[config.mk]
export PLATFORM = sky130hd
export DESIGN_NAME = tpc_top
export DESIGN_NICKNAME = d
export VERILOG_FILES = /design/src/rtl/tpc_pkg.sv /design/src/rtl/tpc_top.sv
export VERILOG_INCLUDE_DIRS = /design/src /design/src/rtl
export SDC_FILE = /design/constraint.sdc
export NUM_CORES = 1
export LEC_CHECK = 0
export BUFFER_PORTS_ARGS = -buffer_cell sky130_fd_sc_hd__buf_4
export CAP_MARGIN = 5
export CORE_MARGIN = 5
export CORE_UTILIZATION = 40
export DETAILED_ROUTE_END_ITERATION = 6
export GPL_TIMING_DRIVEN = 0
export PLACE_DENSITY = 0.66
export SLEW_MARGIN = 0
export SYNTH_ARGS = -nofsm -noshare
export SYNTH_HDL_FRONTEND = slang
export SYNTH_SLANG_ARGS = --single-unit
[constraint.sdc]
create_clock -name aclk -period 11.07 [get_ports aclk]
set_input_delay 0.5535 -clock aclk [delete_from_list [all_inputs] [get_ports aclk]]
set_output_delay 0.5535 -clock aclk [all_outputs]
set_load 0.02 [all_outputs]
[src/rtl/tpc_cfg.svh]
// Named offsets, bit positions, resets and counts of the timer pair.
// Assumes a word-aligned AXI4-Lite window; byte address is four times index.
`ifndef TPC_CFG_SVH
`define TPC_CFG_SVH
// ----------------------------------------
// Register indices
// ----------------------------------------
`define TPC_IX_TLO 10'h106
`define TPC_IX_THOLD 10'h108
`define TPC_IX_THI 10'h10A
`define TPC_IX_PLO 10'h10C
`define TPC_IX_PHI 10'h10E
`define TPC_IX_CLO 10'h110
`define TPC_IX_CHI 10'h112
`define TPC_IX_IFLAG 10'h120
`define TPC_IX_IEN 10'h122
`define TPC_IX_CBUF0 10'h140
`define TPC_IX_CCON0 10'h142
`define TPC_IX_CBUF1 10'h144
`define TPC_IX_CCON1 10'h146
// ----------------------------------------
// Bit positions
// ----------------------------------------
`define TPC_B_ON 15
`define TPC_B_GATE 6
`define TPC_B_PSH 5
`define TPC_B_PSL 4
`define TPC_B_WIDE 3
`define TPC_B_TCS 1
`define TPC_B_PMF 7
`define TPC_B_CTMR 7
`define TPC_B_COVF 4
`define TPC_B_CBNE 3
// ----------------------------------------
// Reset values, masks and counts
// ----------------------------------------
`define TPC_CTL_RST 16'h0000
`define TPC_PER_RST 16'hFFFF
`define TPC_TLO_WMASK 16'hA07A
`define TPC_THI_WMASK 16'hA072
`define TPC_CAP_WMASK 16'h20E7
`define TPC_PSC_T1 8'h00
`define TPC_PSC_T8 8'h07
`define TPC_PSC_T64 8'h3F
`define TPC_PSC_T256 8'hFF
`define TPC_CPS_T4 4'h3
`define TPC_CPS_T16 4'hF
`define TPC_FIFO_DEPTH 3'h4
`define TPC_RESP_OK 2'b00
`define TPC_RESP_ERR 2'b10
`endif

[src/rtl/tpc_pkg.sv]
// Types shared by the timer pair with input capture.
// Assumes tpc_cfg.svh supplies the numeric constants.
package tpc_pkg;
    typedef logic [15:0] tpc_word_t;
    typedef enum logic [2:0] {
        TPC_CM_OFF = 3'h0,
        TPC_CM_BOTH = 3'h1,
        TPC_CM_FALL = 3'h2,
        TPC_CM_RISE = 3'h3,
        TPC_CM_RISE4 = 3'h4,
        TPC_CM_RISE16 = 3'h5
    } tpc_cap_mode_t;
endpackage

[src/rtl/tpc_top.sv]
// Timer pair (16/32-bit) with gate, prescaler, ADC trigger and two captures.
// Assumes aclk is the instruction cycle and all pins are synchronous to it.
//
// The AXI4-Lite interface to the registers was left to the implementer.
`timescale 1ns/1ps
`include "tpc_cfg.svh"
module tpc_top
    import tpc_pkg::*;
(
    // Clock and reset
    input wire logic aclk,
    input wire logic aresetn,
    // AXI4-Lite write
    input wire logic [11:0] s_axi_awaddr,
    input wire logic s_axi_awvalid,
    output logic s_axi_awready,
    input wire logic [31:0] s_axi_wdata,
    input wire logic [3:0] s_axi_wstrb,
    input wire logic s_axi_wvalid,
    output logic s_axi_wready,
    output logic [1:0] s_axi_bresp,
    output logic s_axi_bvalid,
    input wire logic s_axi_bready,
    // AXI4-Lite read
    input wire logic [11:0] s_axi_araddr,
    input wire logic s_axi_arvalid,
    output logic s_axi_arready,
    output logic [31:0] s_axi_rdata,
    output logic [1:0] s_axi_rresp,
    output logic s_axi_rvalid,
    input wire logic s_axi_rready,
    // Pins and system state
    input wire logic gate_input_pin,
    input wire logic ext_clk_pin,
    input wire logic [1:0] capture_pin,
    input wire logic cpu_sleep,
    // Events
    output logic adc_trigger,
    output logic period_irq_req
);

    // ----------------------------------------
    // Helpers
    // ----------------------------------------
    function automatic tpc_word_t merge(input tpc_word_t old, input tpc_word_t nw,
                                        input logic [1:0] st, input tpc_word_t msk);
        tpc_word_t m;
        m = {{8{st[1]}}, {8{st[0]}}} & msk;
        return (old & ~m) | (nw & m);
    endfunction

    function automatic logic [7:0] psc_term(input logic [1:0] sel);
        unique case (sel)
            2'b00: return `TPC_PSC_T1;
            2'b01: return `TPC_PSC_T8;
            2'b10: return `TPC_PSC_T64;
            2'b11: return `TPC_PSC_T256;
        endcase
    endfunction

    // ----------------------------------------
    // AXI4-Lite slave
    // ----------------------------------------
    logic aw_have_r, w_have_r, bvalid_r, rvalid_r;
    logic [9:0] aw_ix_r;
    logic [15:0] wd_r, rdata_r;
    logic [1:0] ws_r, bresp_r, rresp_r;
    wire aw_take = s_axi_awvalid & s_axi_awready;
    wire w_take = s_axi_wvalid & s_axi_wready;
    wire wr_go = aw_have_r & w_have_r & ~bvalid_r;
    wire rd_go = s_axi_arvalid & s_axi_arready;
    wire [9:0] ar_ix = s_axi_araddr[11:2];
    assign s_axi_awready = ~aw_have_r & ~bvalid_r;
    assign s_axi_wready = ~w_have_r & ~bvalid_r;
    assign s_axi_arready = ~rvalid_r;
    assign s_axi_bvalid = bvalid_r;
    assign s_axi_bresp = bresp_r;
    assign s_axi_rvalid = rvalid_r;
    assign s_axi_rresp = rresp_r;
    assign s_axi_rdata = {16'h0000, rdata_r};

    wire wr_tlo = wr_go & (aw_ix_r == `TPC_IX_TLO);
    wire wr_thold = wr_go & (aw_ix_r == `TPC_IX_THOLD);
    wire wr_thi = wr_go & (aw_ix_r == `TPC_IX_THI);
    wire wr_plo = wr_go & (aw_ix_r == `TPC_IX_PLO);
    wire wr_phi = wr_go & (aw_ix_r == `TPC_IX_PHI);
    wire wr_clo = wr_go & (aw_ix_r == `TPC_IX_CLO);
    wire wr_chi = wr_go & (aw_ix_r == `TPC_IX_CHI);
    wire wr_iflag = wr_go & (aw_ix_r == `TPC_IX_IFLAG);
    wire wr_ien = wr_go & (aw_ix_r == `TPC_IX_IEN);
    wire [1:0] wr_ccon = {wr_go & (aw_ix_r == `TPC_IX_CCON1),
                          wr_go & (aw_ix_r == `TPC_IX_CCON0)};
    wire [1:0] rd_cbuf = {rd_go & (ar_ix == `TPC_IX_CBUF1),
                          rd_go & (ar_ix == `TPC_IX_CBUF0)};
    wire rd_tlo = rd_go & (ar_ix == `TPC_IX_TLO);
    wire wr_hit = wr_tlo | wr_thold | wr_thi | wr_plo | wr_phi | wr_clo | wr_chi
                  | wr_iflag | wr_ien | (|wr_ccon)
                  | (aw_ix_r == `TPC_IX_CBUF0) | (aw_ix_r == `TPC_IX_CBUF1);

    always_ff @(posedge aclk) begin
        if (!aresetn) begin
            aw_have_r <= 1'b0;
            w_have_r <= 1'b0;
            bvalid_r <= 1'b0;
            bresp_r <= `TPC_RESP_OK;
            aw_ix_r <= 10'h000;
            wd_r <= 16'h0000;
            ws_r <= 2'b00;
        end else begin
            if (aw_take) begin
                aw_have_r <= 1'b1;
                aw_ix_r <= s_axi_awaddr[11:2];
            end
            if (w_take) begin
                w_have_r <= 1'b1;
                wd_r <= s_axi_wdata[15:0];
                ws_r <= s_axi_wstrb[1:0];
            end
            if (wr_go) begin
                aw_have_r <= 1'b0;
                w_have_r <= 1'b0;
                bvalid_r <= 1'b1;
                bresp_r <= wr_hit ? `TPC_RESP_OK : `TPC_RESP_ERR;
            end else if (bvalid_r && s_axi_bready) begin
                bvalid_r <= 1'b0;
            end
        end
    end

    // ----------------------------------------
    // Timer control and period registers
    // ----------------------------------------
    tpc_word_t ctl_lo_r, ctl_hi_r, per_lo_r, per_hi_r, tmr_lo_r, tmr_hi_r, hold_r;
    logic pmf_r, pmie_r, gate_prev_r, ext_prev_r, adc_r;
    logic [7:0] psc_lo_r, psc_hi_r;
    always_ff @(posedge aclk) begin
        if (!aresetn) begin
            ctl_lo_r <= `TPC_CTL_RST;
            ctl_hi_r <= `TPC_CTL_RST;
            per_lo_r <= `TPC_PER_RST;
            per_hi_r <= `TPC_PER_RST;
            pmie_r <= 1'b0;
        end else begin
            if (wr_clo) ctl_lo_r <= merge(ctl_lo_r, wd_r, ws_r, `TPC_TLO_WMASK);
            if (wr_chi) ctl_hi_r <= merge(ctl_hi_r, wd_r, ws_r, `TPC_THI_WMASK);
            if (wr_plo) per_lo_r <= merge(per_lo_r, wd_r, ws_r, 16'hFFFF);
            if (wr_phi) per_hi_r <= merge(per_hi_r, wd_r, ws_r, 16'hFFFF);
            if (wr_ien && ws_r[0]) pmie_r <= wd_r[`TPC_B_PMF];
        end
    end

    // ----------------------------------------
    // Clock sources, gating and prescalers
    // ----------------------------------------
    wire lo_on = ctl_lo_r[`TPC_B_ON];
    wire hi_on = ctl_hi_r[`TPC_B_ON];
    wire wide = ctl_lo_r[`TPC_B_WIDE];
    wire [1:0] ps_lo = ctl_lo_r[`TPC_B_PSH:`TPC_B_PSL];
    wire [1:0] ps_hi = ctl_hi_r[`TPC_B_PSH:`TPC_B_PSL];
    wire ext_rise = ext_clk_pin & ~ext_prev_r;
    // High timer's gate bit is never looked at
    wire gated = lo_on & ctl_lo_r[`TPC_B_GATE] & ~ctl_lo_r[`TPC_B_TCS];
    wire gate_fall = gated & gate_prev_r & ~gate_input_pin;
    // Sleep stops the instruction clock, so nothing reaches the prescalers
    wire src_lo = ~cpu_sleep & (gated ? gate_input_pin
                  : (ctl_lo_r[`TPC_B_TCS] ? ext_rise : 1'b1));
    wire src_hi = ~cpu_sleep & (ctl_hi_r[`TPC_B_TCS] ? ext_rise : 1'b1);
    wire tick_lo = lo_on & src_lo & (psc_lo_r == psc_term(ps_lo));
    wire tick_hi = ~wide & hi_on & src_hi & (psc_hi_r == psc_term(ps_hi));
    // Clear only takes while on: a halted prescaler clock cannot clear it
    wire psc_clr_lo = lo_on & (wr_tlo | wr_clo | (wide & (wr_thi | wr_chi)));
    wire psc_clr_hi = hi_on & (wr_thi | wr_chi);

    always_ff @(posedge aclk) begin
        if (!aresetn) begin
            psc_lo_r <= 8'h00;
            psc_hi_r <= 8'h00;
            gate_prev_r <= 1'b0;
            ext_prev_r <= 1'b0;
        end else begin
            gate_prev_r <= gate_input_pin;
            ext_prev_r <= ext_clk_pin;
            if (psc_clr_lo) psc_lo_r <= 8'h00;
            else if (lo_on && src_lo) psc_lo_r <= tick_lo ? 8'h00 : psc_lo_r + 8'h01;
            if (psc_clr_hi) psc_hi_r <= 8'h00;
            else if (~wide && hi_on && src_hi)
                psc_hi_r <= tick_hi ? 8'h00 : psc_hi_r + 8'h01;
        end
    end

    // ----------------------------------------
    // Counters, holding register, match events
    // ----------------------------------------
    wire [31:0] cnt32 = {tmr_hi_r, tmr_lo_r};
    wire m32 = cnt32 == {per_hi_r, per_lo_r};
    wire m_lo = tmr_lo_r == per_lo_r;
    wire m_hi = tmr_hi_r == per_hi_r;
    wire [31:0] cnt32_nxt = m32 ? 32'h0000_0000 : cnt32 + 32'h0000_0001;
    wire wide_match = wide & tick_lo & m32;
    wire hi_match = ~wide & tick_hi & m_hi;
    wire pmf_set = wide_match | hi_match | gate_fall;

    // No reset here: the counts power up unknown
    always_ff @(posedge aclk) begin
        if (wr_tlo) tmr_lo_r <= merge(tmr_lo_r, wd_r, ws_r, 16'hFFFF);
        else if (wide && tick_lo) tmr_lo_r <= cnt32_nxt[15:0];
        else if (!wide && tick_lo) tmr_lo_r <= m_lo ? 16'h0000 : tmr_lo_r + 16'h0001;
        if (wr_thi) tmr_hi_r <= merge(tmr_hi_r, wd_r, ws_r, 16'hFFFF);
        else if (wide && tick_lo && !wr_tlo) tmr_hi_r <= cnt32_nxt[31:16];
        else if (tick_hi) tmr_hi_r <= m_hi ? 16'h0000 : tmr_hi_r + 16'h0001;
        if (rd_tlo) hold_r <= tmr_hi_r;
        else if (wr_thold) hold_r <= merge(hold_r, wd_r, ws_r, 16'hFFFF);
    end

    always_ff @(posedge aclk) begin
        if (!aresetn) begin
            pmf_r <= 1'b0;
            adc_r <= 1'b0;
        end else begin
            adc_r <= wide_match | hi_match;
            if (pmf_set) pmf_r <= 1'b1;
            else if (wr_iflag && ws_r[0]) pmf_r <= wd_r[`TPC_B_PMF];
        end
    end
    assign adc_trigger = adc_r;
    assign period_irq_req = pmf_r & pmie_r;

    // ----------------------------------------
    // Capture channels
    // ----------------------------------------
    tpc_word_t ccon_r [2];
    tpc_word_t cap_head [2];
    logic [2:0] cap_cnt [2];
    logic [1:0] cap_ovf;
    logic [1:0] cap_ev;

    for (genvar c = 0; c < 2; c++) begin : g_cap
        tpc_word_t fifo_r [4];
        logic [2:0] cnt_r;
        logic [3:0] cps_r;
        logic prev_r, ovf_r, lock_r;
        wire [2:0] mode = ccon_r[c][2:0];
        wire rise = capture_pin[c] & ~prev_r;
        wire fall = ~capture_pin[c] & prev_r;
        wire rise4 = (mode == TPC_CM_RISE4) & rise & (cps_r == `TPC_CPS_T4);
        wire rise16 = (mode == TPC_CM_RISE16) & rise & (cps_r == `TPC_CPS_T16);
        wire ev = ((mode == TPC_CM_BOTH) & (rise | fall))
                  | ((mode == TPC_CM_FALL) & fall)
                  | ((mode == TPC_CM_RISE) & rise) | rise4 | rise16;
        wire pop = rd_cbuf[c] & (cnt_r != 3'h0);
        wire take = ev & ~lock_r;
        wire push = take & (cnt_r != `TPC_FIFO_DEPTH);
        wire ovf = take & (cnt_r == `TPC_FIFO_DEPTH);
        wire [2:0] cnt_nxt = cnt_r + {2'b00, push} - {2'b00, pop};
        wire [2:0] wp = cnt_r - {2'b00, pop};
        // Timebase bit high selects the low timer
        wire tpc_word_t cap_val = ccon_r[c][`TPC_B_CTMR] ? tmr_lo_r : tmr_hi_r;

        always_ff @(posedge aclk) begin
            if (!aresetn) begin
                ccon_r[c] <= `TPC_CTL_RST;
                cnt_r <= 3'h0;
                cps_r <= 4'h0;
                prev_r <= 1'b0;
                ovf_r <= 1'b0;
                lock_r <= 1'b0;
            end else begin
                prev_r <= capture_pin[c];
                if (wr_ccon[c]) ccon_r[c] <= merge(ccon_r[c], wd_r, ws_r, `TPC_CAP_WMASK);
                if (mode == TPC_CM_OFF) cps_r <= 4'h0;
                else if (rise) cps_r <= (rise4 | rise16) ? 4'h0 : cps_r + 4'h1;
                cnt_r <= cnt_nxt;
                if (ovf) ovf_r <= 1'b1;
                else if (wr_ccon[c] && ws_r[0]) ovf_r <= wd_r[`TPC_B_COVF];
                // Stays deaf until software has drained every entry
                if (ovf) lock_r <= 1'b1;
                else if (cnt_nxt == 3'h0) lock_r <= 1'b0;
            end
        end

        // Entries are not reset; reading an empty buffer is undefined
        always_ff @(posedge aclk) begin
            if (pop) begin
                for (int i = 0; i < 3; i++) fifo_r[i] <= fifo_r[i + 1];
            end
            if (push) fifo_r[wp[1:0]] <= cap_val;
        end

        assign cap_head[c] = fifo_r[0];
        assign cap_cnt[c] = cnt_r;
        assign cap_ovf[c] = ovf_r;
        assign cap_ev[c] = ev;
    end

    // ----------------------------------------
    // Read data
    // ----------------------------------------
    function automatic tpc_word_t ccon_view(input tpc_word_t cr, input logic ov,
                                            input logic [2:0] n);
        tpc_word_t v;
        v = cr;
        v[`TPC_B_COVF] = ov;
        v[`TPC_B_CBNE] = n != 3'h0;
        return v;
    endfunction

    wire rd_hit = (ar_ix == `TPC_IX_TLO) | (ar_ix == `TPC_IX_THOLD)
                  | (ar_ix == `TPC_IX_THI) | (ar_ix == `TPC_IX_PLO) | (ar_ix == `TPC_IX_PHI)
                  | (ar_ix == `TPC_IX_CLO) | (ar_ix == `TPC_IX_CHI)
                  | (ar_ix == `TPC_IX_IFLAG) | (ar_ix == `TPC_IX_IEN)
                  | (ar_ix == `TPC_IX_CBUF0) | (ar_ix == `TPC_IX_CCON0)
                  | (ar_ix == `TPC_IX_CBUF1) | (ar_ix == `TPC_IX_CCON1);
    wire tpc_word_t rd_mux =
        (ar_ix == `TPC_IX_TLO) ? tmr_lo_r :
        (ar_ix == `TPC_IX_THOLD) ? hold_r :
        (ar_ix == `TPC_IX_THI) ? tmr_hi_r :
        (ar_ix == `TPC_IX_PLO) ? per_lo_r :
        (ar_ix == `TPC_IX_PHI) ? per_hi_r :
        (ar_ix == `TPC_IX_CLO) ? ctl_lo_r :
        (ar_ix == `TPC_IX_CHI) ? ctl_hi_r :
        (ar_ix == `TPC_IX_IFLAG) ? {8'h00, pmf_r, 7'h00} :
        (ar_ix == `TPC_IX_IEN) ? {8'h00, pmie_r, 7'h00} :
        (ar_ix == `TPC_IX_CBUF0) ? cap_head[0] :
        (ar_ix == `TPC_IX_CCON0) ? ccon_view(ccon_r[0], cap_ovf[0], cap_cnt[0]) :
        (ar_ix == `TPC_IX_CBUF1) ? cap_head[1] :
        (ar_ix == `TPC_IX_CCON1) ? ccon_view(ccon_r[1], cap_ovf[1], cap_cnt[1]) :
        16'h0000;

    always_ff @(posedge aclk) begin
        if (!aresetn) begin
            rvalid_r <= 1'b0;
            rdata_r <= 16'h0000;
            rresp_r <= `TPC_RESP_OK;
        end else if (rd_go) begin
            rvalid_r <= 1'b1;
            rdata_r <= rd_mux;
            rresp_r <= rd_hit ? `TPC_RESP_OK : `TPC_RESP_ERR;
        end else if (rvalid_r && s_axi_rready) begin
            rvalid_r <= 1'b0;
        end
    end
endmodule // tpc_top

==> report_table.html, run 1 <==
<table>
<tr><th>Metric</th><th>Value</th></tr>
<tr><th colspan="2">Global route</th></tr>
<tr><td>Overall overflow remaining after global route</td><td>0</td></tr>
<tr><td>Vias in the first global route</td><td>12,810</td></tr>
<tr><td>Global-route wire length before repair</td><td>79,270 µm</td></tr>
<tr><td>Number of antenna violations at the first check in global routing</td><td>0</td></tr>
<tr><td>Maximum number of pins on one net before global-route repair</td><td>17</td></tr>
<tr><td>Global Route Usage Sum</td><td>23.10%</td></tr>
<tr><th colspan="2">Yosys</th></tr>
<tr><td>Async set-reset flop share out of synthesis</td><td>0%</td></tr>
<tr><td>Count of state elements after synthesis</td><td>326</td></tr>
<tr><td>Unique cell type count in the Yosys netlist</td><td>88</td></tr>
<tr><td>Netlist area before placement</td><td>0.01659 mm²</td></tr>
<tr><td>Leading register cell type out of synthesis</td><td>edfxtp_1</td></tr>
<tr><td>Fraction of the yosys area taken by sequential cells</td><td>roughly 51%</td></tr>
<tr><td>Syn. warnings</td><td>0</td></tr>
<tr><td>Synthesized area per cell</td><td>10.38 µm²</td></tr>
<tr><td>Cell accounting for the most synthesized area</td><td>edfxtp_1</td></tr>
<tr><td>Synth Instances</td><td>1,599</td></tr>
<tr><td>Post-synth EDFFs</td><td>190</td></tr>
<tr><td>Largest cells by area after synthesis</td><td>edfxtp_1 34%, dfxtp_1 16%, mux2_2 8.8%, nand2_1 5.7%, a21oi_1 2.8%</td></tr>
<tr><td>Fraction of post-synthesis cell area in the top cell type by area</td><td>34.39%</td></tr>
<tr><th colspan="2">Finish</th></tr>
<tr><td>Syn-to-layout area delta</td><td>15.25%</td></tr>
<tr><td>Highest-count cells in the layout ignoring fill and taps</td><td>251 x nand2_1, 190 x edfxtp_1, 136 x dfxtp_1</td></tr>
<tr><td>Net count reported at finish</td><td>approximately 1,800</td></tr>
<tr><td>End-of-flow core utilization</td><td>a little under half</td></tr>
<tr><td>Final instance count without filler cells</td><td>2,292</td></tr>
<tr><td>Most common cell after layout, fill and taps aside</td><td>nand2_1</td></tr>
<tr><td>Share of cells above drive strength 1</td><td>20.14%</td></tr>
<tr><th colspan="2">Clock network</th></tr>
<tr><td>CTS Root Cell</td><td>clkbuf_16</td></tr>
<tr><td>Maximum root-to-sink buffer count</td><td>3</td></tr>
<tr><td>Total clock buffers created by CTS</td><td>37</td></tr>
<tr><td># hold bufs at CTS</td><td>0</td></tr>
<tr><td>CTS tree</td><td>done</td></tr>
<tr><td>CTS HTree Levels</td><td>2</td></tr>
<tr><td>TritonCTS Sinks</td><td>between 300 and 400</td></tr>
<tr><td>Clock-pin slew on the worst setup and hold paths</td><td>60 ps</td></tr>
<tr><td>Resized cells post-CTS</td><td>0</td></tr>
<tr><td>Worst-Skew Late Latency</td><td>about 560 ps</td></tr>
<tr><td>Post-CTS Setup Inserts</td><td>0</td></tr>
<tr><th colspan="2">Timing</th></tr>
<tr><td>RSZ-0062 raised after global routing</td><td>no</td></tr>
<tr><td>Final slew viol count</td><td>0</td></tr>
<tr><td>Maximum frequency from static timing analysis</td><td>0.2540 GHz</td></tr>
<tr><td>Slack of the critical path</td><td>7133 ps</td></tr>
<tr><td>Sum Neg Setup Slack</td><td>0 ps</td></tr>
<tr><td>Clock period minus final worst setup slack</td><td>3937 ps</td></tr>
<tr><td>Hold violation count in the final report</td><td>0</td></tr>
<tr><td>Max Clock Skew</td><td>25.24 ps</td></tr>
<tr><td>Final worst-path cycle share</td><td>35.56%</td></tr>
<tr><td>Final setup viols</td><td>0</td></tr>
<tr><td>Slew at the pin closest to its max-slew limit</td><td>1152 ps</td></tr>
<tr><td>Hold slack final</td><td>between 200 and 250 ps</td></tr>
<tr><td>Worst max-slew margin expressed relative to the limit</td><td>23.21%</td></tr>
<tr><th colspan="2">Floorplanning</th></tr>
<tr><td>Die Footprint</td><td>approximately 0.046 mm²</td></tr>
<tr><td>Std-Cell Rows</td><td>74</td></tr>
<tr><td>I/O pin count</td><td>115</td></tr>
<tr><td>Initial Utilization</td><td>40.54%</td></tr>
<tr><td>Die Span Y</td><td>around 210 µm</td></tr>
<tr><td>Width of the chip</td><td>213.7 µm</td></tr>
<tr><td>Area of the placeable core</td><td>0.04092 mm²</td></tr>
<tr><th colspan="2">Route</th></tr>
<tr><td>Detailed Route WL</td><td>53,570 µm</td></tr>
<tr><td>Total vias in the final route</td><td>13,280</td></tr>
<tr><td>Vias per Instance</td><td>5.793</td></tr>
<tr><td>Post-DR wirelength/cell</td><td>23.37 µm</td></tr>
<tr><td>First DRT Iteration DRCs</td><td>1,570</td></tr>
<tr><td>Final ANT Viol Nets</td><td>0</td></tr>
<tr><td>Post-detailed-route DRC marker count</td><td>0</td></tr>
<tr><td>Router iterations before antenna repair</td><td>6</td></tr>
<tr><th colspan="2">Place</th></tr>
<tr><td># port buffers</td><td>72</td></tr>
<tr><td>Worst slack after detailed placement</td><td>6630 ps</td></tr>
<tr><td>DP HPWL</td><td>39,600 µm</td></tr>
<tr><td>Placed insts</td><td>2,222</td></tr>
<tr><td>Routability congestion estimate from global placement</td><td>0.9865</td></tr>
<tr><th colspan="2">Power and ir drop</th></tr>
<tr><td>Maximum VDD drop</td><td>0.1008 mV</td></tr>
<tr><td>Pwr Density</td><td>141.5 mW/mm²</td></tr>
<tr><td>Standby leakage power</td><td>6.718 nW</td></tr>
<tr><th colspan="2">Critical path</th></tr>
<tr><td>Arr. time, crit path</td><td>4100 ps</td></tr>
<tr><td>Crit start category</td><td>input pin</td></tr>
<tr><td>Cells traversed along the worst timing path</td><td>buf_4 -&gt; or4b_4 -&gt; nor2_4 -&gt; nand2_1 -&gt; nor2_2 -&gt; o311ai_0 -&gt; inv_1 -&gt; ha_1 -&gt; xnor2_1 -&gt; nand3b_2 -&gt; buf_4 -&gt; nand2_1</td></tr>
<tr><td>Crit path max-delay family</td><td>simple AND/OR/NAND/NOR gates</td></tr>
<tr><td>Element type at the critical path end</td><td>register</td></tr>
<tr><td>Startpoint of the most critical register-to-register path</td><td>g_cap[1].prev_r</td></tr>
<tr><td>Worst-path fanout max</td><td>16</td></tr>
<tr><td>Longest individual stage delay on the worst path</td><td>roughly 600 ps</td></tr>
<tr><td>Crit-path slowest cell</td><td>or4b_4</td></tr>
<tr><td>Bufs and invs on worst path</td><td>3</td></tr>
<tr><td>Origin of the worst setup path</td><td>s_axi_araddr[5]</td></tr>
<tr><td>CP Data Required Time</td><td>11,240 ps</td></tr>
<tr><td>WS Path Type</td><td>input pin to register</td></tr>
<tr><th colspan="2">Min path</th></tr>
<tr><td>Worst Hold Launch</td><td>ext_clk_pin</td></tr>
<tr><td>Worst Hold Class</td><td>input pin to register</td></tr>
<tr><th colspan="2">Run status</th></tr>
<tr><td>Run status</td><td>finished clean</td></tr>
<tr><th colspan="2">Run</th></tr>
<tr><td>Max-cap check violation count</td><td>0</td></tr>
</table>
==> logic make-up (layout without fill, tap and decap cells) <==
kind of cell             count (synthesis)  in the layout  synth area share [%]
AO/OA/AOI/OAI                          302            302                 11.89
XOR/XNOR                                70             70                 3.695
adder cells (fa/ha/maj)                 18             18                 1.448
buffers and inverters                  135            277                 4.495
flip-flops                             326            326                 50.80
multiplexers                           147            147                 9.917
other                                    1             20               0.02260
AND/OR/NAND/NOR                        600            600                 17.73
==> Yosys cell counts (4+ instances only) <==
master,number
a21boi_0,5
a21o_1,6
a21oi_1,93
a221o_1,7
a221oi_1,17
a22oi_1,11
a31oi_1,16
and2_1,15
and3_1,11
and3b_1,4
buf_2,5
buf_4,30
buf_6,4
clkbuf_1,59
clkbuf_8,9
dfxtp_1,136
edfxtp_1,190
ha_1,16
inv_1,24
mux2_2,129
mux2i_1,17
nand2_1,251
nand2b_1,29
nand3_1,71
nand3b_1,5
nand4_1,19
nor2_1,86
nor2b_1,6
nor3_1,26
nor3b_1,9
nor4_1,15
o21ai_0,58
o221ai_1,13
o22ai_1,25
o31ai_1,8
or2_2,10
or3_1,8
xnor2_1,19
xor2_1,51
==> area by class of cell <==
cell class / instances / area [µm²]
fill: 3807 / 21800
clock inverter: 13 / 131.4
multi-input combinational: 1155 / 7491
timing repair buffer: 74 / 566.8
tap: 532 / 665.6
sequential: 326 / 8428
clock buffer: 55 / 1087
buffer: 110 / 651.9
inverter: 25 / 93.84
antenna: 2 / 5.005
==> per-layer routing <==
metal	global-route usage [%]	part of all wire (%)	wire length, µm	vias to the layer above
met5	0	0	0	-
met4	9.189	4.1	2198	0
met3	4.477	8.7	4664	146
met2	36.64	46	24520	644
met1	31.42	41	22190	6419
li1	-	-	-	6069
==> per-stage QoR <==
| step | power, mW | cell area, µm² |
|---|---|---|
| 6_report | 2.706 | 19120 |
| 5_1_grt | 2.785 | 19120 |
| 4_1_cts | 2.721 | 19120 |
| 3_5_place_dp | 1.493 | 17900 |
| 3_3_place_gp | 1.491 | 17860 |
| 2_1_floorplan | 1.430 | 16650 |
==> worst paths after layout <==
kind | depth (start not counted) | slack (ps) | endpoint
worst min-delay path | 2 | 230 | ext_prev_r
worst min register to register | 2 | 460 | s_axi_rresp[1]
worst max register to register | 17 | 7380 | g_cap[1].lock_r
worst max-delay path | 12 | 7130 | g_cap[1].fifo_r[1][0]
==> where the power goes <==
group,internal (mW),switching (mW)
Sequential,1.29,0.0209
Clock,0.732,0.503
Combinational,0.0612,0.0964
Note: power is estimated with default switching activity, not from simulation.
==> run 2, diff against run 1 <==
--- a/config.mk
+++ b/config.mk
@@ -12,7 +12,7 @@
 export CORE_UTILIZATION = 40
 export DETAILED_ROUTE_END_ITERATION = 6
 export GPL_TIMING_DRIVEN = 0
-export PLACE_DENSITY = 0.66
+export PLACE_DENSITY = 0.68
 export SLEW_MARGIN = 0
 export SYNTH_ARGS = -nofsm -noshare
 export SYNTH_HDL_FRONTEND = slang
==> constraint.sdc (replaced) <==
create_clock -name aclk -period 3.6 [get_ports aclk]
set_input_delay 0.18 -clock aclk [delete_from_list [all_inputs] [get_ports aclk]]
set_output_delay 0.18 -clock aclk [all_outputs]
set_load 0.02 [all_outputs]
==> report_table.html, run 2 (synthesis results as in run 1) <==
<table>
<tr><th>Metric</th><th>Value</th></tr>
<tr><th colspan="2">Place</th></tr>
<tr><td>Worst slack after detailed placement</td><td>-541.7 ps</td></tr>
<tr><td>DP HPWL</td><td>39,480 µm</td></tr>
<tr><td># port buffers</td><td>between 70 and 80</td></tr>
<tr><td>Routability congestion estimate from global placement</td><td>a little under 1</td></tr>
<tr><td>Placed insts</td><td>2,222</td></tr>
<tr><th colspan="2">Min path</th></tr>
<tr><td>Min-Delay Path Depth</td><td>3</td></tr>
<tr><td>Worst Hold Launch</td><td>aresetn</td></tr>
<tr><td>Worst Hold Class</td><td>input pin to register</td></tr>
<tr><th colspan="2">Clock network</th></tr>
<tr><td>CTS Root Cell</td><td>clkbuf_16</td></tr>
<tr><td>CTS HTree Levels</td><td>2</td></tr>
<tr><td>CTS tree</td><td>done</td></tr>
<tr><td>TritonCTS Sinks</td><td>~330</td></tr>
<tr><td>Maximum root-to-sink buffer count</td><td>3</td></tr>
<tr><td>Clock-pin slew on the worst setup and hold paths</td><td>~60 ps</td></tr>
<tr><td>Total clock buffers created by CTS</td><td>38</td></tr>
<tr><td>Worst-Skew Late Latency</td><td>530 ps</td></tr>
<tr><th colspan="2">Timing</th></tr>
<tr><td>Slew at the pin closest to its max-slew limit</td><td>approximately 960 ps</td></tr>
<tr><td>Hold slack final</td><td>19.94 ps</td></tr>
<tr><td>Final slew viol count</td><td>0</td></tr>
<tr><td>RSZ-0062 raised after global routing</td><td>yes</td></tr>
<tr><td>Slack of the critical path</td><td>185.4 ps</td></tr>
<tr><td>Sum Neg Setup Slack</td><td>0 ps</td></tr>
<tr><td>Hold violation count in the final report</td><td>0</td></tr>
<tr><td>Clock period minus final worst setup slack</td><td>3415 ps</td></tr>
<tr><td>Max Clock Skew</td><td>25.32 ps</td></tr>
<tr><td>Final worst-path cycle share</td><td>between 90% and 100%</td></tr>
<tr><td>Final setup viols</td><td>0</td></tr>
<tr><td>Worst max-slew margin expressed relative to the limit</td><td>35.14%</td></tr>
<tr><td>Maximum frequency from static timing analysis</td><td>0.2929 GHz</td></tr>
<tr><th colspan="2">Critical path</th></tr>
<tr><td>Bufs and invs on worst path</td><td>4</td></tr>
<tr><td>Worst setup path end</td><td>g_cap[1].lock_r</td></tr>
<tr><td>Flop-to-flop setup slack</td><td>190 ps</td></tr>
<tr><td>Startpoint of the most critical register-to-register path</td><td>g_cap[1].prev_r</td></tr>
<tr><td>Cell depth of the worst setup path</td><td>17</td></tr>
<tr><td>WS Path Type</td><td>register to register</td></tr>
<tr><td>Cells traversed along the worst timing path</td><td>inv_1 -&gt; ha_1 -&gt; nand2_1 -&gt; nor3b_2 -&gt; o21ai_1 -&gt; a21oi_2 -&gt; a21boi_4 -&gt; inv_1 -&gt; ha_1 -&gt; inv_1 -&gt; ha_1 -&gt; inv_1 -&gt; fa_1 -&gt; xnor2_1 -&gt; xnor2_1 -&gt; o21ai_0 -&gt; a21oi_1</td></tr>
<tr><td>Crit start category</td><td>register</td></tr>
<tr><td>Longest individual stage delay on the worst path</td><td>370 ps</td></tr>
<tr><td>Worst-path fanout max</td><td>6</td></tr>
<tr><td>Origin of the worst setup path</td><td>g_cap[1].prev_r</td></tr>
<tr><td>Crit path top cell by count</td><td>inv_1</td></tr>
<tr><td>Element type at the critical path end</td><td>register</td></tr>
<tr><td>Crit-path slowest cell</td><td>fa_1</td></tr>
<tr><td>Depth of the most critical reg-to-reg path</td><td>17</td></tr>
<tr><td>Crit path max-delay family</td><td>adder cells</td></tr>
<tr><td>Arr. time, crit path</td><td>3790 ps</td></tr>
<tr><td>CP Data Required Time</td><td>just under 4000 ps</td></tr>
<tr><td>Worst flop-to-flop path endpoint</td><td>g_cap[1].lock_r</td></tr>
<tr><th colspan="2">Route</th></tr>
<tr><td>First DRT Iteration DRCs</td><td>~1,600</td></tr>
<tr><td>Vias per Instance</td><td>approximately 5.8</td></tr>
<tr><td>Detailed Route WL</td><td>~54,000 µm</td></tr>
<tr><td>Post-detailed-route DRC marker count</td><td>0</td></tr>
<tr><td>Final ANT Viol Nets</td><td>0</td></tr>
<tr><td>Post-DR wirelength/cell</td><td>23.19 µm</td></tr>
<tr><td>Router iterations before antenna repair</td><td>5</td></tr>
<tr><td>Total vias in the final route</td><td>13,570</td></tr>
<tr><th colspan="2">Finish</th></tr>
<tr><td>Syn-to-layout area delta</td><td>18.17%</td></tr>
<tr><td>Share of cells above drive strength 1</td><td>20.29%</td></tr>
<tr><td>Final instance count without filler cells</td><td>2,326</td></tr>
<tr><td>Most common cell after layout, fill and taps aside</td><td>nand2_1</td></tr>
<tr><td>Highest-count cells in the layout ignoring fill and taps</td><td>249 x nand2_1, 190 x edfxtp_1, 136 x dfxtp_1</td></tr>
<tr><td>Net count reported at finish</td><td>roughly 1,900</td></tr>
<tr><td>Antenna Cells</td><td>0</td></tr>
<tr><th colspan="2">Power and ir drop</th></tr>
<tr><td>Maximum VDD drop</td><td>0.3069 mV</td></tr>
<tr><td>P_sw</td><td>between 1.5 and 2 mW</td></tr>
<tr><td>Standby leakage power</td><td>roughly 6.9 nW</td></tr>
<tr><td>Part of the total power dissipated in the clock network</td><td>between 40% and 50%</td></tr>
<tr><td>Pwr Density</td><td>441.6 mW/mm²</td></tr>
<tr><td>Total internal power</td><td>6.713 mW</td></tr>
<tr><td>Total chip power</td><td>8.658 mW</td></tr>
<tr><td>Sequential Power Share</td><td>46.7%</td></tr>
<tr><td>Combinational share of power</td><td>6.0%</td></tr>
<tr><td>Net switching share of the total power</td><td>22.47%</td></tr>
<tr><th colspan="2">Floorplanning</th></tr>
<tr><td>Initial Utilization</td><td>40.54%</td></tr>
<tr><td>Area of the placeable core</td><td>0.04092 mm²</td></tr>
<tr><td>I/O pin count</td><td>115</td></tr>
<tr><td>Die Span Y</td><td>213.7 µm</td></tr>
<tr><td>Die Footprint</td><td>0.04565 mm²</td></tr>
<tr><td>Std-Cell Rows</td><td>74</td></tr>
<tr><td>Width of the chip</td><td>213.7 µm</td></tr>
<tr><th colspan="2">Global route</th></tr>
<tr><td>Global-route wire length before repair</td><td>79,810 µm</td></tr>
<tr><td>Vias in the first global route</td><td>12,980</td></tr>
<tr><td>Global Route Usage Sum</td><td>approximately 23%</td></tr>
<tr><td>Number of antenna violations at the first check in global routing</td><td>0</td></tr>
<tr><td>Maximum number of pins on one net before global-route repair</td><td>17</td></tr>
<tr><td>Overall overflow remaining after global route</td><td>0</td></tr>
<tr><th colspan="2">Run</th></tr>
<tr><td>Max-cap check violation count</td><td>0</td></tr>
<tr><th colspan="2">Run status</th></tr>
<tr><td>Run status</td><td>finished clean</td></tr>
</table>
==> run 2: cell types whose count changed in the layout (fill, tap and decap cells not counted), moves of 4 or more <==
cell and change:
clkinv_1 +5, clkbuf_1 -7, dlygate4sd3_1 +34, bufinv_16 +4
==> run 2: worst min-delay path by stage <==
stage,endpoint
after CTS,g_cap[1].cps_r[1]
after detailed placement,ext_prev_r
final,g_cap[1].cps_r[0]
after global placement,ext_prev_r
after global routing,s_axi_rvalid
after floorplan,s_axi_rvalid
==> run 2: tightest hold or removal path, delay by kind of cell <==
kind,cells,cell delay [ps]
AND/OR/NAND/NOR,1,60
buffers and inverters,1,140
AO/OA/AOI/OAI,1,110
==> run 2: metal layers <==
metal	track usage (%)	routed length [µm]	up-vias
met5	0	0	-
met4	9.890	2641	0
met3	3.643	4738	142
met2	36.87	24550	713
met1	31.30	22020	6572
li1	-	-	6140
==> run 2: area by class of cell <==
cell class | instances | area, µm²
fillers | 3716 | 21320
flip-flops and latches | 326 | 8428
multi-input cells | 1155 | 7528
clock buffers | 47 | 1059
repair buffers | 108 | 907.1
well taps | 532 | 665.6
plain buffers | 110 | 651.9
clock inverters | 23 | 272.8
inverters | 25 | 93.84
==> run 2: power by group through the flow <==
| stage | clock (mW) | combinational, mW | sequential [mW] |
|---|---|---|---|
| 4_1_cts | 4.14 | 0.510 | 4.04 |
| 3_3_place_gp | 0 | 0.467 | 4.12 |
| 2_1_floorplan | 0 | 0.306 | 4.09 |
| 5_1_grt | 4.29 | 0.559 | 4.04 |
| 6_report | 4.10 | 0.518 | 4.04 |
| 3_5_place_dp | 0 | 0.477 | 4.12 |
==> run 2: metrics by stage <==
step | utilization [%] | instance area, µm²
4_1_cts | 47.83 | 19570
2_1_floorplan | - | 16650
5_1_grt | 47.91 | 19610
3_5_place_dp | 43.73 | 17900
6_report | 47.91 | 19610
3_3_place_gp | 43.64 | 17860
==> run 2: what timing repair did <==
action / CTS / global route
setup endpoints to repair: 1 / 115
hold buffers: 34 / 0
hold endpoints to repair: 34 / 0
setup buffers: 0 / 0
resized for setup: 1 / 10
==> run 3, diff against run 2 <==
--- a/config.mk
+++ b/config.mk
@@ -8,11 +8,13 @@
 export LEC_CHECK = 0
 export BUFFER_PORTS_ARGS = -buffer_cell sky130_fd_sc_hd__buf_4
 export CAP_MARGIN = 5
+export CELL_PAD_IN_SITES_DETAIL_PLACEMENT = 0
+export CELL_PAD_IN_SITES_GLOBAL_PLACEMENT = 2
 export CORE_MARGIN = 5
-export CORE_UTILIZATION = 40
+export CORE_UTILIZATION = 36
 export DETAILED_ROUTE_END_ITERATION = 6
 export GPL_TIMING_DRIVEN = 0
-export PLACE_DENSITY = 0.68
+export PLACE_DENSITY = 0.85
 export SLEW_MARGIN = 0
 export SYNTH_ARGS = -nofsm -noshare
 export SYNTH_HDL_FRONTEND = slang
==> report_table.html, run 3 (synthesis results as in run 1) <==
<table>
<tr><th>Metric</th><th>Value</th></tr>
<tr><th colspan="2">Route</th></tr>
<tr><td>Vias per Instance</td><td>5.500</td></tr>
<tr><td>Post-detailed-route DRC marker count</td><td>0</td></tr>
<tr><td>First DRT Iteration DRCs</td><td>1,456</td></tr>
<tr><td>Post-DR wirelength/cell</td><td>22.54 µm</td></tr>
<tr><td>Router iterations before antenna repair</td><td>5</td></tr>
<tr><td>Total vias in the final route</td><td>13,180</td></tr>
<tr><td>Final ANT Viol Nets</td><td>0</td></tr>
<tr><td>Detailed Route WL</td><td>roughly 54,000 µm</td></tr>
<tr><th colspan="2">Global route</th></tr>
<tr><td>Global-route track usage on met2</td><td>33.89%</td></tr>
<tr><td>Global-route wire length before repair</td><td>80,770 µm</td></tr>
<tr><td>Number of antenna violations at the first check in global routing</td><td>0</td></tr>
<tr><td>Met1 usage in global routing</td><td>just under 30%</td></tr>
<tr><td>Overall overflow remaining after global route</td><td>0</td></tr>
<tr><td>Met3 layer usage reported by global route</td><td>under 10%</td></tr>
<tr><td>Busiest grt layer</td><td>met2</td></tr>
<tr><td>Vias in the first global route</td><td>between 10,000 and 15,000</td></tr>
<tr><td>Maximum number of pins on one net before global-route repair</td><td>17</td></tr>
<tr><td>Global Route Usage Sum</td><td>20.90%</td></tr>
<tr><th colspan="2">Clock network</th></tr>
<tr><td>Total clock buffers created by CTS</td><td>38</td></tr>
<tr><td>Post-CTS Setup Inserts</td><td>0</td></tr>
<tr><td>CTS HTree Levels</td><td>2</td></tr>
<tr><td>TritonCTS Sinks</td><td>around 330</td></tr>
<tr><td>CTS tree</td><td>done</td></tr>
<tr><td>CTS Root Cell</td><td>clkbuf_16</td></tr>
<tr><td>Clock-pin slew on the worst setup and hold paths</td><td>60 ps</td></tr>
<tr><td>Maximum root-to-sink buffer count</td><td>3</td></tr>
<tr><td>Worst-Skew Late Latency</td><td>~560 ps</td></tr>
<tr><th colspan="2">Critical path</th></tr>
<tr><td>Cells traversed along the worst timing path</td><td>buf_4 -&gt; or4b_4 -&gt; nor2_4 -&gt; nand2_1 -&gt; nor2_4 -&gt; o311ai_1 -&gt; inv_1 -&gt; ha_1 -&gt; xnor2_1 -&gt; and3b_1 -&gt; buf_4 -&gt; buf_6 -&gt; or2_2</td></tr>
<tr><td>WS Path Type</td><td>input pin to register</td></tr>
<tr><td>Worst-path fanout max</td><td>16</td></tr>
<tr><td>Longest individual stage delay on the worst path</td><td>600 ps</td></tr>
<tr><td>Arr. time, crit path</td><td>roughly 3600 ps</td></tr>
<tr><td>Element type at the critical path end</td><td>register</td></tr>
<tr><td>Bufs and invs on worst path</td><td>4</td></tr>
<tr><td>Cell depth of the worst setup path</td><td>13</td></tr>
<tr><td>Crit-path slowest cell</td><td>or4b_4</td></tr>
<tr><td>Crit start category</td><td>input pin</td></tr>
<tr><td>CP Data Required Time</td><td>3840 ps</td></tr>
<tr><td>Crit path max-delay family</td><td>simple AND/OR/NAND/NOR gates</td></tr>
<tr><td>Depth of the most critical reg-to-reg path</td><td>6</td></tr>
<tr><th colspan="2">Finish</th></tr>
<tr><td>Syn-to-layout area delta</td><td>18.60%</td></tr>
<tr><td>Most common cell after layout, fill and taps aside</td><td>nand2_1</td></tr>
<tr><td>Number of inserted filler cells in the final layout</td><td>4,399</td></tr>
<tr><td>Net count reported at finish</td><td>roughly 1,900</td></tr>
<tr><td>Highest-count cells in the layout ignoring fill and taps</td><td>249 x nand2_1, 190 x edfxtp_1, 136 x dfxtp_1</td></tr>
<tr><td>Final instance count without filler cells</td><td>2,396</td></tr>
<tr><td>Share of cells above drive strength 1</td><td>19.93%</td></tr>
<tr><td>Antenna Cells</td><td>0</td></tr>
<tr><th colspan="2">Place</th></tr>
<tr><td>DP HPWL</td><td>39,910 µm</td></tr>
<tr><td># port buffers</td><td>72</td></tr>
<tr><td>Worst slack after detailed placement</td><td>-861.5 ps</td></tr>
<tr><td>Routability congestion estimate from global placement</td><td>around 0.9</td></tr>
<tr><td>Placed insts</td><td>approximately 2,300</td></tr>
<tr><th colspan="2">Timing</th></tr>
<tr><td>Clock period minus final worst setup slack</td><td>3377 ps</td></tr>
<tr><td>Maximum frequency from static timing analysis</td><td>0.2961 GHz</td></tr>
<tr><td>Hold violation count in the final report</td><td>0</td></tr>
<tr><td>Worst max-slew margin expressed relative to the limit</td><td>29.09%</td></tr>
<tr><td>Slew at the pin closest to its max-slew limit</td><td>1064 ps</td></tr>
<tr><td>Slack of the critical path</td><td>223.1 ps</td></tr>
<tr><td>Sum Neg Setup Slack</td><td>0 ps</td></tr>
<tr><td>Final worst-path cycle share</td><td>93.80%</td></tr>
<tr><td>Final setup viols</td><td>0</td></tr>
<tr><td>Hold slack final</td><td>33.47 ps</td></tr>
<tr><td>Final slew viol count</td><td>0</td></tr>
<tr><td>Max Clock Skew</td><td>15.31 ps</td></tr>
<tr><td>RSZ-0062 raised after global routing</td><td>no</td></tr>
<tr><th colspan="2">Power and ir drop</th></tr>
<tr><td>Standby leakage power</td><td>6.916 nW</td></tr>
<tr><td>Combinational share of power</td><td>6.1%</td></tr>
<tr><td>Net switching share of the total power</td><td>22.62%</td></tr>
<tr><td>Total internal power</td><td>roughly 6.6 mW</td></tr>
<tr><td>Maximum VDD drop</td><td>0.2641 mV</td></tr>
<tr><td>Part of the total power dissipated in the clock network</td><td>46.8%</td></tr>
<tr><td>P_sw</td><td>a little under 2 mW</td></tr>
<tr><td>Pwr Density</td><td>435.2 mW/mm²</td></tr>
<tr><td>Total chip power</td><td>8.563 mW</td></tr>
<tr><td>Sequential Power Share</td><td>a little under half</td></tr>
<tr><th colspan="2">Floorplanning</th></tr>
<tr><td>I/O pin count</td><td>115</td></tr>
<tr><td>Die Footprint</td><td>0.05048 mm²</td></tr>
<tr><td>Area of the placeable core</td><td>around 0.045 mm²</td></tr>
<tr><td>Initial Utilization</td><td>36.48%</td></tr>
<tr><td>Std-Cell Rows</td><td>78</td></tr>
<tr><td>Die Span Y</td><td>224.7 µm</td></tr>
<tr><td>Width of the chip</td><td>~220 µm</td></tr>
<tr><th colspan="2">Run status</th></tr>
<tr><td>Run status</td><td>finished clean</td></tr>
<tr><th colspan="2">Min path</th></tr>
<tr><td>Min-Delay Path Depth</td><td>4</td></tr>
<tr><td>Worst Hold Class</td><td>input pin to register</td></tr>
<tr><th colspan="2">Run</th></tr>
<tr><td>Max-cap check violation count</td><td>0</td></tr>
</table>
==> run 3: cell count changes in the layout (fill, tap and decap cells not counted), sizes merged <==
cell         previous run  this run
bufinv                  6         2
clkbuf                115       130
clkinvlp                4         0
clkinv                 13         5
dlygate4sd3            34        37
==> run 3: what timing repair did <==
item / CTS / global route
hold endpoints to repair: 37 / 0
hold buffers: 37 / 0
gates resized for setup: 4 / 8
setup endpoints to repair: 64 / 108
==> run 3: layer usage <==
metal	vias up	routed length, µm
li1	6143	-
met5	-	0
met1	6465	23890
met2	468	25040
met3	103	3596
met4	0	1483
==> run 3: worst reg2reg max path, stage by stage (launching register included) <==
cell and delay, ps:
dfxtp_1 380, or4_1 570, nor3_1 140, o21ai_0 110
a221oi_1 890, nor3_1 220, nor2_1 660
==> run 3: worst paths after layout <==
path,startpoint,slack [ps],end
worst min register to register,s_axi_rresp[1],470,s_axi_rresp[1]
worst max register to register,register,280,register
worst max-delay path,s_axi_araddr[5],220,g_cap[1].fifo_r[2][12]
worst min-delay path,s_axi_awvalid,30,aw_ix_r[0]
==> run 3: layout make-up <==
cell class                      instances  area [µm²]  area share [%]
Tap cell                              600       750.7           3.815
Multi-Input combinational cell       1155        7525           38.24
Buffer                                110       651.9           3.313
Timing Repair Buffer                  111       933.4           4.744
Sequential cell                       326        8428           42.83
Clock buffer                           62        1207           6.136
Inverter                               25       93.84          0.4769
Clock inverter                          7       86.33          0.4388
==> run 3: power groups by stage <==
stage	logic, mW	registers, mW	clock network [mW]
CTS	0.518	4.04	4.07
global placement	0.477	4.12	0
detailed placement	0.482	4.12	0
finish	0.521	4.04	4.01
global route	0.568	4.04	4.23
floorplan	0.306	4.09	0
==> run 3: metrics by stage <==
| step | util (%) | instance area, µm² |
|---|---|---|
| 3_3_place_gp | 39.46 | 17950 |
| 3_5_place_dp | 39.53 | 17980 |
| 5_1_grt | 43.27 | 19680 |
| 2_1_floorplan | - | 16650 |
| 6_report | 43.27 | 19680 |
| 4_1_cts | 43.21 | 19650 |
